File: src/verilog/rsa_defs.svh
// offsets, field positions, reset values and sizes of the register set
`ifndef RSA_DEFS_SVH
`define RSA_DEFS_SVH
`define RSA_WORD_W 16
`define RSA_PHYS_W 20
`define RSA_SEG_SHIFT 4
`define RSA_NUM_GPR 8
`define RSA_NUM_SEG 4
`define RSA_CMD_W 12
`define RSA_OFF_FETCH 8'h20
`define RSA_OFF_FLAGS 8'h24
`define RSA_OFF_CMD 8'h40
`define RSA_OFF_DISP 8'h44
`define RSA_OFF_PHYS 8'h48
`define RSA_GPR_PFX 3'h0
`define RSA_SEG_PFX 4'h3
`define RSA_BYTE_PFX 3'h3
`define RSA_GPR_ACC 3'h0
`define RSA_GPR_COUNT 3'h1
`define RSA_GPR_BASE 3'h3
`define RSA_GPR_STACK 3'h4
`define RSA_GPR_FRAME 3'h5
`define RSA_GPR_SRC 3'h6
`define RSA_GPR_DEST 3'h7
`define RSA_SEG_CS 2'h0
`define RSA_SEG_SS 2'h1
`define RSA_SEG_DS 2'h2
`define RSA_SEG_ES 2'h3
`define RSA_RST_WORD 16'h0000
`define RSA_RST_PHYS 20'h0_0000
`define RSA_RST_DATA 32'h0000_0000
`define RSA_STEP_BYTE 16'h0001
`define RSA_STEP_WORD 16'h0002
`endif

File: src/verilog/rsa_pkg.sv
// types shared by the register set and address generator
package rsa_pkg;
	typedef logic [15:0] rsa_word_t;
	typedef logic [19:0] rsa_phys_t;
	// reference type picks the segment base
	typedef enum logic [1:0] {
		RSA_REF_FETCH,
		RSA_REF_STACK,
		RSA_REF_DATA,
		RSA_REF_EXTRA
	} rsa_ref_e;
	// address generation command, written as one word
	typedef struct packed {
		logic wordStep;
		logic countDown;
		logic stepDown;
		logic stepDest;
		logic stepSource;
		logic useDisp;
		logic indexIsDest;
		logic useIndex;
		logic baseIsFrame;
		logic useBase;
		rsa_ref_e kind;
	} rsa_cmd_s;
	// flag update from the execution unit
	typedef struct packed {
		logic load;
		rsa_word_t value;
	} rsa_flag_upd_s;
endpackage : rsa_pkg

File: src/verilog/rsa_register_set.sv
// register set with segmented physical address generator on Avalon-MM
`timescale 1ns/1ps
`include "rsa_defs.svh"

module rsa_register_set (
	// clock and reset
	input wire logic ref_clk,
	input wire logic reset,
	// Avalon-MM slave
	input wire logic [7:0] address,
	input wire logic read,
	input wire logic write,
	input wire logic [31:0] writedata,
	input wire logic [3:0] byteenable,
	output logic [31:0] readdata,
	output logic waitrequest,
	// execution unit flag update
	input wire rsa_pkg::rsa_flag_upd_s flagUpd,
	// generated physical address
	output rsa_pkg::rsa_phys_t physAddr,
	output logic physValid
);

	// register storage
	rsa_pkg::rsa_word_t gpr [0:`RSA_NUM_GPR-1];
	rsa_pkg::rsa_word_t segBase [0:`RSA_NUM_SEG-1];
	rsa_pkg::rsa_word_t fetchPointer;
	rsa_pkg::rsa_word_t flags;
	rsa_pkg::rsa_word_t dispReg;

	function automatic rsa_pkg::rsa_phys_t phys_of(input rsa_pkg::rsa_word_t seg,
		input rsa_pkg::rsa_word_t off);
		phys_of = {seg, 4'h0} + {4'h0, off};
	endfunction : phys_of

	function automatic rsa_pkg::rsa_word_t merge(input rsa_pkg::rsa_word_t old,
		input logic [15:0] data, input logic [1:0] be);
		merge = {be[1] ? data[15:8] : old[15:8], be[0] ? data[7:0] : old[7:0]};
	endfunction : merge

	function automatic rsa_pkg::rsa_word_t step(input rsa_pkg::rsa_word_t v,
		input logic down, input logic wide);
		logic [15:0] amt;
		amt = wide ? `RSA_STEP_WORD : `RSA_STEP_BYTE;
		step = down ? v - amt : v + amt;
	endfunction : step

	// bus handshake
	wire busReq = read | write;
	wire wrAcc = write & ~waitrequest;
	always_ff @(posedge ref_clk or posedge reset) begin
		if (reset) begin
			waitrequest <= 1'b1;
		end else begin
			waitrequest <= ~(busReq & waitrequest);
		end
	end

	// address decode
	wire alignOk = address[1:0] == 2'h0;
	wire gprHit = alignOk & (address[7:5] == `RSA_GPR_PFX);
	wire segHit = alignOk & (address[7:4] == `RSA_SEG_PFX);
	wire byteHit = alignOk & (address[7:5] == `RSA_BYTE_PFX);
	wire fetchHit = address == `RSA_OFF_FETCH;
	wire flagHit = address == `RSA_OFF_FLAGS;
	wire cmdHit = address == `RSA_OFF_CMD;
	wire dispHit = address == `RSA_OFF_DISP;
	wire physHit = address == `RSA_OFF_PHYS;
	wire [2:0] gprSel = address[4:2];
	wire [1:0] segSelBus = address[3:2];
	wire [1:0] byteReg = address[3:2];
	wire byteHigh = address[4];
	wire [15:0] byteWord = gpr[{1'b0, byteReg}];
	wire [7:0] byteRead = byteHigh ? byteWord[15:8] : byteWord[7:0];

	// read mux; unmapped reads return zero
	wire [31:0] rdMux =
		gprHit ? {16'h0000, gpr[gprSel]} :
		segHit ? {16'h0000, segBase[segSelBus]} :
		byteHit ? {24'h00_0000, byteRead} :
		fetchHit ? {16'h0000, fetchPointer} :
		flagHit ? {16'h0000, flags} :
		dispHit ? {16'h0000, dispReg} :
		physHit ? {12'h000, physAddr} :
		`RSA_RST_DATA;

	always_ff @(posedge ref_clk or posedge reset) begin
		if (reset) begin
			readdata <= `RSA_RST_DATA;
		end else if (busReq & waitrequest) begin
			readdata <= read ? rdMux : readdata;
		end
	end

	// address generation command
	wire cmdWr = wrAcc & cmdHit;
	rsa_pkg::rsa_cmd_s cmd;
	assign cmd = rsa_pkg::rsa_cmd_s'(writedata[`RSA_CMD_W-1:0]);
	wire [15:0] baseVal = cmd.baseIsFrame ? gpr[`RSA_GPR_FRAME] : gpr[`RSA_GPR_BASE];
	wire [15:0] indexVal = cmd.indexIsDest ? gpr[`RSA_GPR_DEST] : gpr[`RSA_GPR_SRC];
	wire [15:0] effAddr = (cmd.useDisp ? dispReg : 16'h0000)
		+ (cmd.useBase ? baseVal : 16'h0000)
		+ (cmd.useIndex ? indexVal : 16'h0000);
	wire isFetch = cmd.kind == rsa_pkg::RSA_REF_FETCH;
	wire isStack = cmd.kind == rsa_pkg::RSA_REF_STACK;
	wire isExtra = cmd.kind == rsa_pkg::RSA_REF_EXTRA;
	wire [1:0] segPick = isFetch ? `RSA_SEG_CS : isStack ? `RSA_SEG_SS :
		isExtra ? `RSA_SEG_ES : `RSA_SEG_DS;
	wire [15:0] logicalAddr = isFetch ? fetchPointer : isStack ? gpr[`RSA_GPR_STACK] : effAddr;
	wire [19:0] next_physAddr = phys_of(segBase[segPick], logicalAddr);

	always_ff @(posedge ref_clk or posedge reset) begin
		if (reset) begin
			physAddr <= `RSA_RST_PHYS;
			physValid <= 1'b0;
		end else begin
			physAddr <= cmdWr ? next_physAddr : physAddr;
			physValid <= cmdWr;
		end
	end

	// general registers: bus writes, byte writes and command side effects
	wire [1:0] wordBe = byteenable[1:0];
	always_ff @(posedge ref_clk or posedge reset) begin
		if (reset) begin
			for (int i = 0; i < `RSA_NUM_GPR; i++) begin
				gpr[i] <= `RSA_RST_WORD;
			end
		end else begin
			for (int i = 0; i < `RSA_NUM_GPR; i++) begin
				if (wrAcc & gprHit & (gprSel == 3'(i))) begin
					gpr[i] <= merge(gpr[i], writedata[15:0], wordBe);
				end else if (wrAcc & byteHit & byteenable[0] & (i < 4) & (byteReg == 2'(i))) begin
					gpr[i] <= merge(gpr[i], {2{writedata[7:0]}}, {byteHigh, ~byteHigh});
				end else if (cmdWr & cmd.countDown & (i == `RSA_GPR_COUNT)) begin
					gpr[i] <= gpr[i] - `RSA_STEP_BYTE;
				end else if (cmdWr & cmd.stepSource & (i == `RSA_GPR_SRC)) begin
					gpr[i] <= step(gpr[i], cmd.stepDown, cmd.wordStep);
				end else if (cmdWr & cmd.stepDest & (i == `RSA_GPR_DEST)) begin
					gpr[i] <= step(gpr[i], cmd.stepDown, cmd.wordStep);
				end
			end
		end
	end

	// segment bases
	always_ff @(posedge ref_clk or posedge reset) begin
		if (reset) begin
			for (int s = 0; s < `RSA_NUM_SEG; s++) begin
				segBase[s] <= `RSA_RST_WORD;
			end
		end else begin
			for (int s = 0; s < `RSA_NUM_SEG; s++) begin
				if (wrAcc & segHit & (segSelBus == 2'(s))) begin
					segBase[s] <= merge(segBase[s], writedata[15:0], wordBe);
				end
			end
		end
	end

	// control registers and displacement
	always_ff @(posedge ref_clk or posedge reset) begin
		if (reset) begin
			fetchPointer <= `RSA_RST_WORD;
			flags <= `RSA_RST_WORD;
			dispReg <= `RSA_RST_WORD;
		end else begin
			if (wrAcc & fetchHit) begin
				fetchPointer <= merge(fetchPointer, writedata[15:0], wordBe);
			end else if (cmdWr & isFetch) begin
				fetchPointer <= fetchPointer + `RSA_STEP_BYTE;
			end
			if (flagUpd.load) begin
				flags <= flagUpd.value;
			end else if (wrAcc & flagHit) begin
				flags <= merge(flags, writedata[15:0], wordBe);
			end
			if (wrAcc & dispHit) begin
				dispReg <= merge(dispReg, writedata[15:0], wordBe);
			end
		end
	end
endmodule : rsa_register_set

File: config.mk
export PLATFORM = sky130hd
export DESIGN_NAME = rsa_register_set
export DESIGN_NICKNAME = d
export VERILOG_FILES = /design/src/verilog/rsa_pkg.sv /design/src/verilog/rsa_register_set.sv
export VERILOG_INCLUDE_DIRS = /design/src /design/src/verilog
export SDC_FILE = /design/constraint.sdc
export NUM_CORES = 1
export LEC_CHECK = 0
export ABC_AREA = 1
export BUFFER_PORTS_ARGS = -buffer_cell sky130_fd_sc_hd__buf_2
export CELL_PAD_IN_SITES_DETAIL_PLACEMENT = 0
export CELL_PAD_IN_SITES_GLOBAL_PLACEMENT = 1
export CORE_MARGIN = 8
export CORE_UTILIZATION = 25
export DETAILED_ROUTE_END_ITERATION = 8
export GPL_ROUTABILITY_DRIVEN = 1
export GPL_TIMING_DRIVEN = 1
export PLACE_DENSITY = 0.54
export SLEW_MARGIN = 20
export SYNTH_ARGS = -nofsm -noshare
export SYNTH_HDL_FRONTEND = slang
export SYNTH_SLANG_ARGS = --single-unit
File: constraint.sdc
create_clock -name ref_clk -period 14.02 [get_ports ref_clk]
set_input_delay 0 -clock ref_clk [delete_from_list [all_inputs] [get_ports ref_clk]]
set_output_delay 0 -clock ref_clk [all_outputs]
set_load 0.01 [all_outputs]
* After elaboration in Yosys (flattened, before gate mapping) *
Index checks and enable logic that the tools add are counted.
Widths: inputs -> output; s select.

word-level totals
  bits in registers = 294
  bits of input ports = 65
  output and inout port bits = 54

cells by class
  add/sub/neg operators = 9
  $lt $le $gt $ge = 4
  equality and inequality tests = 38
  multiplexer cells = 54
  bitwise logic cells = 40
  reductions and logical operators = 49

operator list
  cell                   number
  $mux 16                34
  $mux 20                7
  $bmux 16 s3            2
  $bmux 16 s2            2
  $reduce_and 2->1       23
  $mux 8                 5
  $and 1x1->1            33
  $add 16x16->16         2
  $add 16x2->16          2
  $sub 16x2->16          2
  $ne 2x2->1 const B     14
  $eq 8x7->1 const B     3
  $reduce_and 3->1       8
  $reduce_bool 2->1      12
  $add 20x16->20         1
  $add 16x1->16 const B  1
  $eq 8x6->1 const B     2
  $sub 16x1->16 const B  1
  $eq 3x3->1 const B     4
  $eq 3x2->1 const B     3
  $ge 4x4->1 const B     2
  $eq 2x2->1 const B     3
  $ge 3x3->1 const B     2
  $logic_not 2->1        3
  14 further kinds       23

* Logic depth before layout (Yosys ltp) *
  depth in word-level cells = 9
  gate-level depth with buffers = 30

* Worst setup path after synthesis *
Ideal clock, no wire load.

  kind = input -> register
  start = in writedata[4]
  end = reg physAddr[16]
  library setup time = 0.126 ns
  arrival time = 3.747 ns
  required time = 13.894 ns
  setup slack = 10.147 ns
  stages = 25
  cell sequence = buf_2 -> clkinv_1 -> clkbuf_1 -> a21oi_1 -> o21ai_0 -> fa_1 -> inv_1 -> ha_1 -> inv_1 -> fa_1 -> inv_1 -> nand3_1 -> nand2_1 -> nand4_1 -> nand4_1 -> nand2_1 -> o21bai_1 -> inv_1 -> ha_1 -> a21o_1 -> a21oi_1 -> nand3_1 -> or2_2 -> nand3_1 -> o21ai_0

on the way
  longest elaborated chain between the ends = 5

RTL lines
  item                    line                     text
  start: declaration      rsa_register_set.sv:13   input wire logic [31:0] writedata,
  $mux 16                 rsa_register_set.sv:103  + (cmd.useIndex ? indexVal : 16'h0000);
  $add 16x16->16          rsa_register_set.sv:103
  $mux 16 (2 in series)   rsa_register_set.sv:109  wire [15:0] logicalAddr = isFetch ? fetchPointer : isStack ? gpr[`RSA_GPR_STACK] : effAddr;
  $add 20x16->20          rsa_register_set.sv:33   phys_of = {seg, 4'h0} + {4'h0, off};
  end signal: assignment  rsa_register_set.sv:114  physAddr <= `RSA_RST_PHYS;
  end signal: assignment  rsa_register_set.sv:117  physAddr <= cmdWr ? next_physAddr : physAddr;
  end: declaration        rsa_register_set.sv:20   output rsa_pkg::rsa_phys_t physAddr,

Every way passes these cells.
A chain may end at the register's enable or synchronous reset.

* Final worst setup path *
  start = in writedata[2]
  end = reg physAddr[16]

on the way
  longest elaborated chain between the ends = 6

RTL lines
  item                   line                     text
  $mux 16                rsa_register_set.sv:102  + (cmd.useBase ? baseVal : 16'h0000)
  $add 16x16->16         rsa_register_set.sv:102
  $add 16x16->16         rsa_register_set.sv:103
  $mux 16 (2 in series)  rsa_register_set.sv:109
  $add 20x16->20         rsa_register_set.sv:33

Every way passes these cells.

==> metrics.cfg <==
[status]
status=finished clean

[logic_synthesis]
synthArstFlopShare_pct=100
synth_common_cells=934 x nand2_1, 325 x o21ai_0, 281 x dfrtp_1
ys_ff_latch=282
synth_top_area_share_pct=36.0
syn_area_um2=19600
syn_inst=2811
synth_most_common_cell=nand2_1
yosys_warnings=0
syn_area_per_cell_um2=6.96
ys_types=57
synth_edf_count=0
synth.area.top_cells=dfrtp_1 36%, nand2_1 18%, o21ai_0 8.3%
synth_ff_type=dfrtp_1
yosysSeqAreaShare_pct=36.1
yosys.area.top_type=dfrtp_1

[final_layout]
area_delta_synth_final_pct=15.9
fillCellCount=8591
seq_area_um2=7060
nNetsFinal=3029
multi_input_area_um2=10800
fin_cells=3958
layout-drive-gt1-share_pct=8.34

[placed_design]
hpwlAfterDp_um=64200
numPortBuffers=88
gp_congestion=0.891
place_ws_ps=8470
post-place-cells=3834

[die]
initial_core_util_pct=25.2
coreArea_um2=77500
dieArea_um2=87400
row_count=102
die_w_um=296
die_h_um=296
pin_count=119

[worst_hold_path]
worstHoldStart=flagUpd[16]
hold-path-endpoint=flags[4]
hold_path_depth=2
worst_hold_path_type=input pin to flip-flop

[critical_path]
end_kind=flip-flop
arrival_ps=6030
slowest_stage=dlygate4sd3_1
reg2reg_setup_slack_ps=8670
required_ps=14510
path_class=input pin to flip-flop
cp-startpoint=writedata[2]
r2r_start=gpr[17]
crit_top_cell=inv_1
critPathMaxStageDelay_ps=520
r2r-end=physAddr[16]
r2r_cells=21
path_max_fanout=22
startpoint_type=input pin

[run]
cap_violations=0

[pwr]
peakVddDrop_v=0.0000769
cellPowerDensity_nw_per_um2=100
p_leak_uw=0.0111

[drt]
drc=0
vias=19600
ant_nets=0
vias_per_cell=4.96
finalWirelength_um=88300
drt_iter0_drc=1596
dr.pass1.iters=8
wl_per_cell_um=22.3

[clocking]
insertion_delay_ps=570
h-tree-depth=2
cts_root_buf=clkbuf_16
post_cts_buffers=0
cts_resized=0
clock_sinks=282
numCtsBuffers=39
path_clk_slew_ps=50
cts_buffer_depth=3
cts_tree=built

[global_route]
antenna_found_initial=5
gr-usage-all-layers_pct=19.9
grt_max_degree=110
grt_pass1_vias=19100
grt_first_pass_wirelength_um=130000
grt_overflow=0

[sta]
whs_ps=56.3
drv_slew=0
min_period_over_period_pct=39.5
post-route-min-period_ps=5540
tightestPinTransition_ps=1090
hold_viol=0
rsz0062_at_grt=false
setup_viol=0
clock_skew_ps=18.8
setup_ws_ps=8480
relSlewSlack_pct=27.4
fmaxAchievable_mhz=180
final.setup.tns_ps=0

## logic make-up (layout without fill, tap and decap cells)
kind of cell,Yosys count,count (layout),synth area share (%)
simple gates,1350,1350,29.0
compound gates,644,644,18.6
buf+inv,421,514,8.98
flops,282,282,36.1
fa+ha+maj,77,77,5.66
xor+xnor,36,36,1.61
other cells,1,15,0.0192
## metal layers
layer / vias up / routed length, µm / track usage [%]
li1: 9397 / - / -
met1: 9498 / 40300 / 27.6
met2: 606 / 40400 / 32.0
met3: 123 / 4820 / 2.48
met4: 0 / 2720 / 6.30
met5: - / 0 / 0
## layout make-up
| class | count | share of cell area [%] |
|---|---|---|
| diodes | 3 | 0.0331 |
| clock buffers | 57 | 4.95 |
| clock inverters | 12 | 0.866 |
| inverters | 283 | 4.72 |
| multi-input cells | 2119 | 47.6 |
| flip-flops and latches | 282 | 31.1 |
| well taps | 1040 | 5.74 |
| repair buffers | 162 | 4.97 |
## worst max-delay path, delay by kind of cell
kind                       cells  cell delay, ps
buffers and inverters          9            2180
adders and majority gates      4            1640
and+or+nand+nor                8            1310
AOI/OAI and AO/OA              4             790
xor gates and xnor gates       1              80
## power by group
group	total [µW]	internal [µW]	switching, µW
clock network	1060	647	409
registers	865	840	24.9
logic	357	103	254
total	2280	1590	688
## how the worst max path moves through the flow
| stage | to | slack, ps | depth (start not counted) |
|---|---|---|---|
| 6_report | physAddr[16] | 8480 | 26 |
| 5_1_grt | physAddr[16] | 8240 | 26 |
| 4_1_cts | physAddr[16] | 8520 | 26 |
| 3_5_place_dp | physAddr[16] | 8470 | 25 |
| 3_3_place_gp | physAddr[16] | 8450 | 25 |
| 2_1_floorplan | dispReg[0] | 6240 | 1 |
## flip-flops by register name, indices dropped and copies added (netlist names)
signal / cells
gpr: 128
segBase: 64
physAddr: 20
readdata: 20
dispReg: 16
fetchPointer: 16
flags: 16
physValid: 1
waitrequest: 1
## placed cells by master, fill, tap and decap left out, types with 5 or more instances in the layout
master	Yosys	routed
o2111ai_1	10	10
clkinv_2	1	5
nand2_1	934	934
o22ai_1	33	33
a21oi_1	138	138
nor2_1	138	138
inv_1	263	262
xnor2_1	13	13
a22oi_1	36	36
bufinv_16	0	5
o21bai_1	11	11
nor2_4	6	6
conb_1	1	12
ha_1	58	58
o311ai_0	8	8
fa_1	19	19
inv_2	15	15
nor2_2	8	8
clkbuf_8	0	8
buf_4	21	22
clkbuf_1	75	10
o211ai_2	7	7
o211ai_1	16	16
o21ai_0	325	325
dlygate4sd3_1	0	52
nand4_1	23	23
xor2_1	23	23
dfrtp_1	281	281
o21ai_2	5	5
nand2_2	7	7
buf_2	32	88
clkbuf_16	0	39
nor3_1	24	24
o21ai_1	36	36
nand3_1	185	185
## what timing repair did
action,4_1_cts,5_1_grt
endpoints found under the hold margin,164,0
setup endpoints to repair,0,0
hold buffers,52,0
## through the flow
stage | instance area, µm² | utilization (%) | power [µW]
6_report | 22700 | 29.3 | 2280
5_1_grt | 22700 | 29.3 | 2370
4_1_cts | 22700 | 29.3 | 2310
3_5_place_dp | 20800 | 26.9 | 1220
3_3_place_gp | 20800 | 26.9 | 1220
2_1_floorplan | 19600 | - | 1090
No activity file was read; power rests on OpenSTA's default activity.
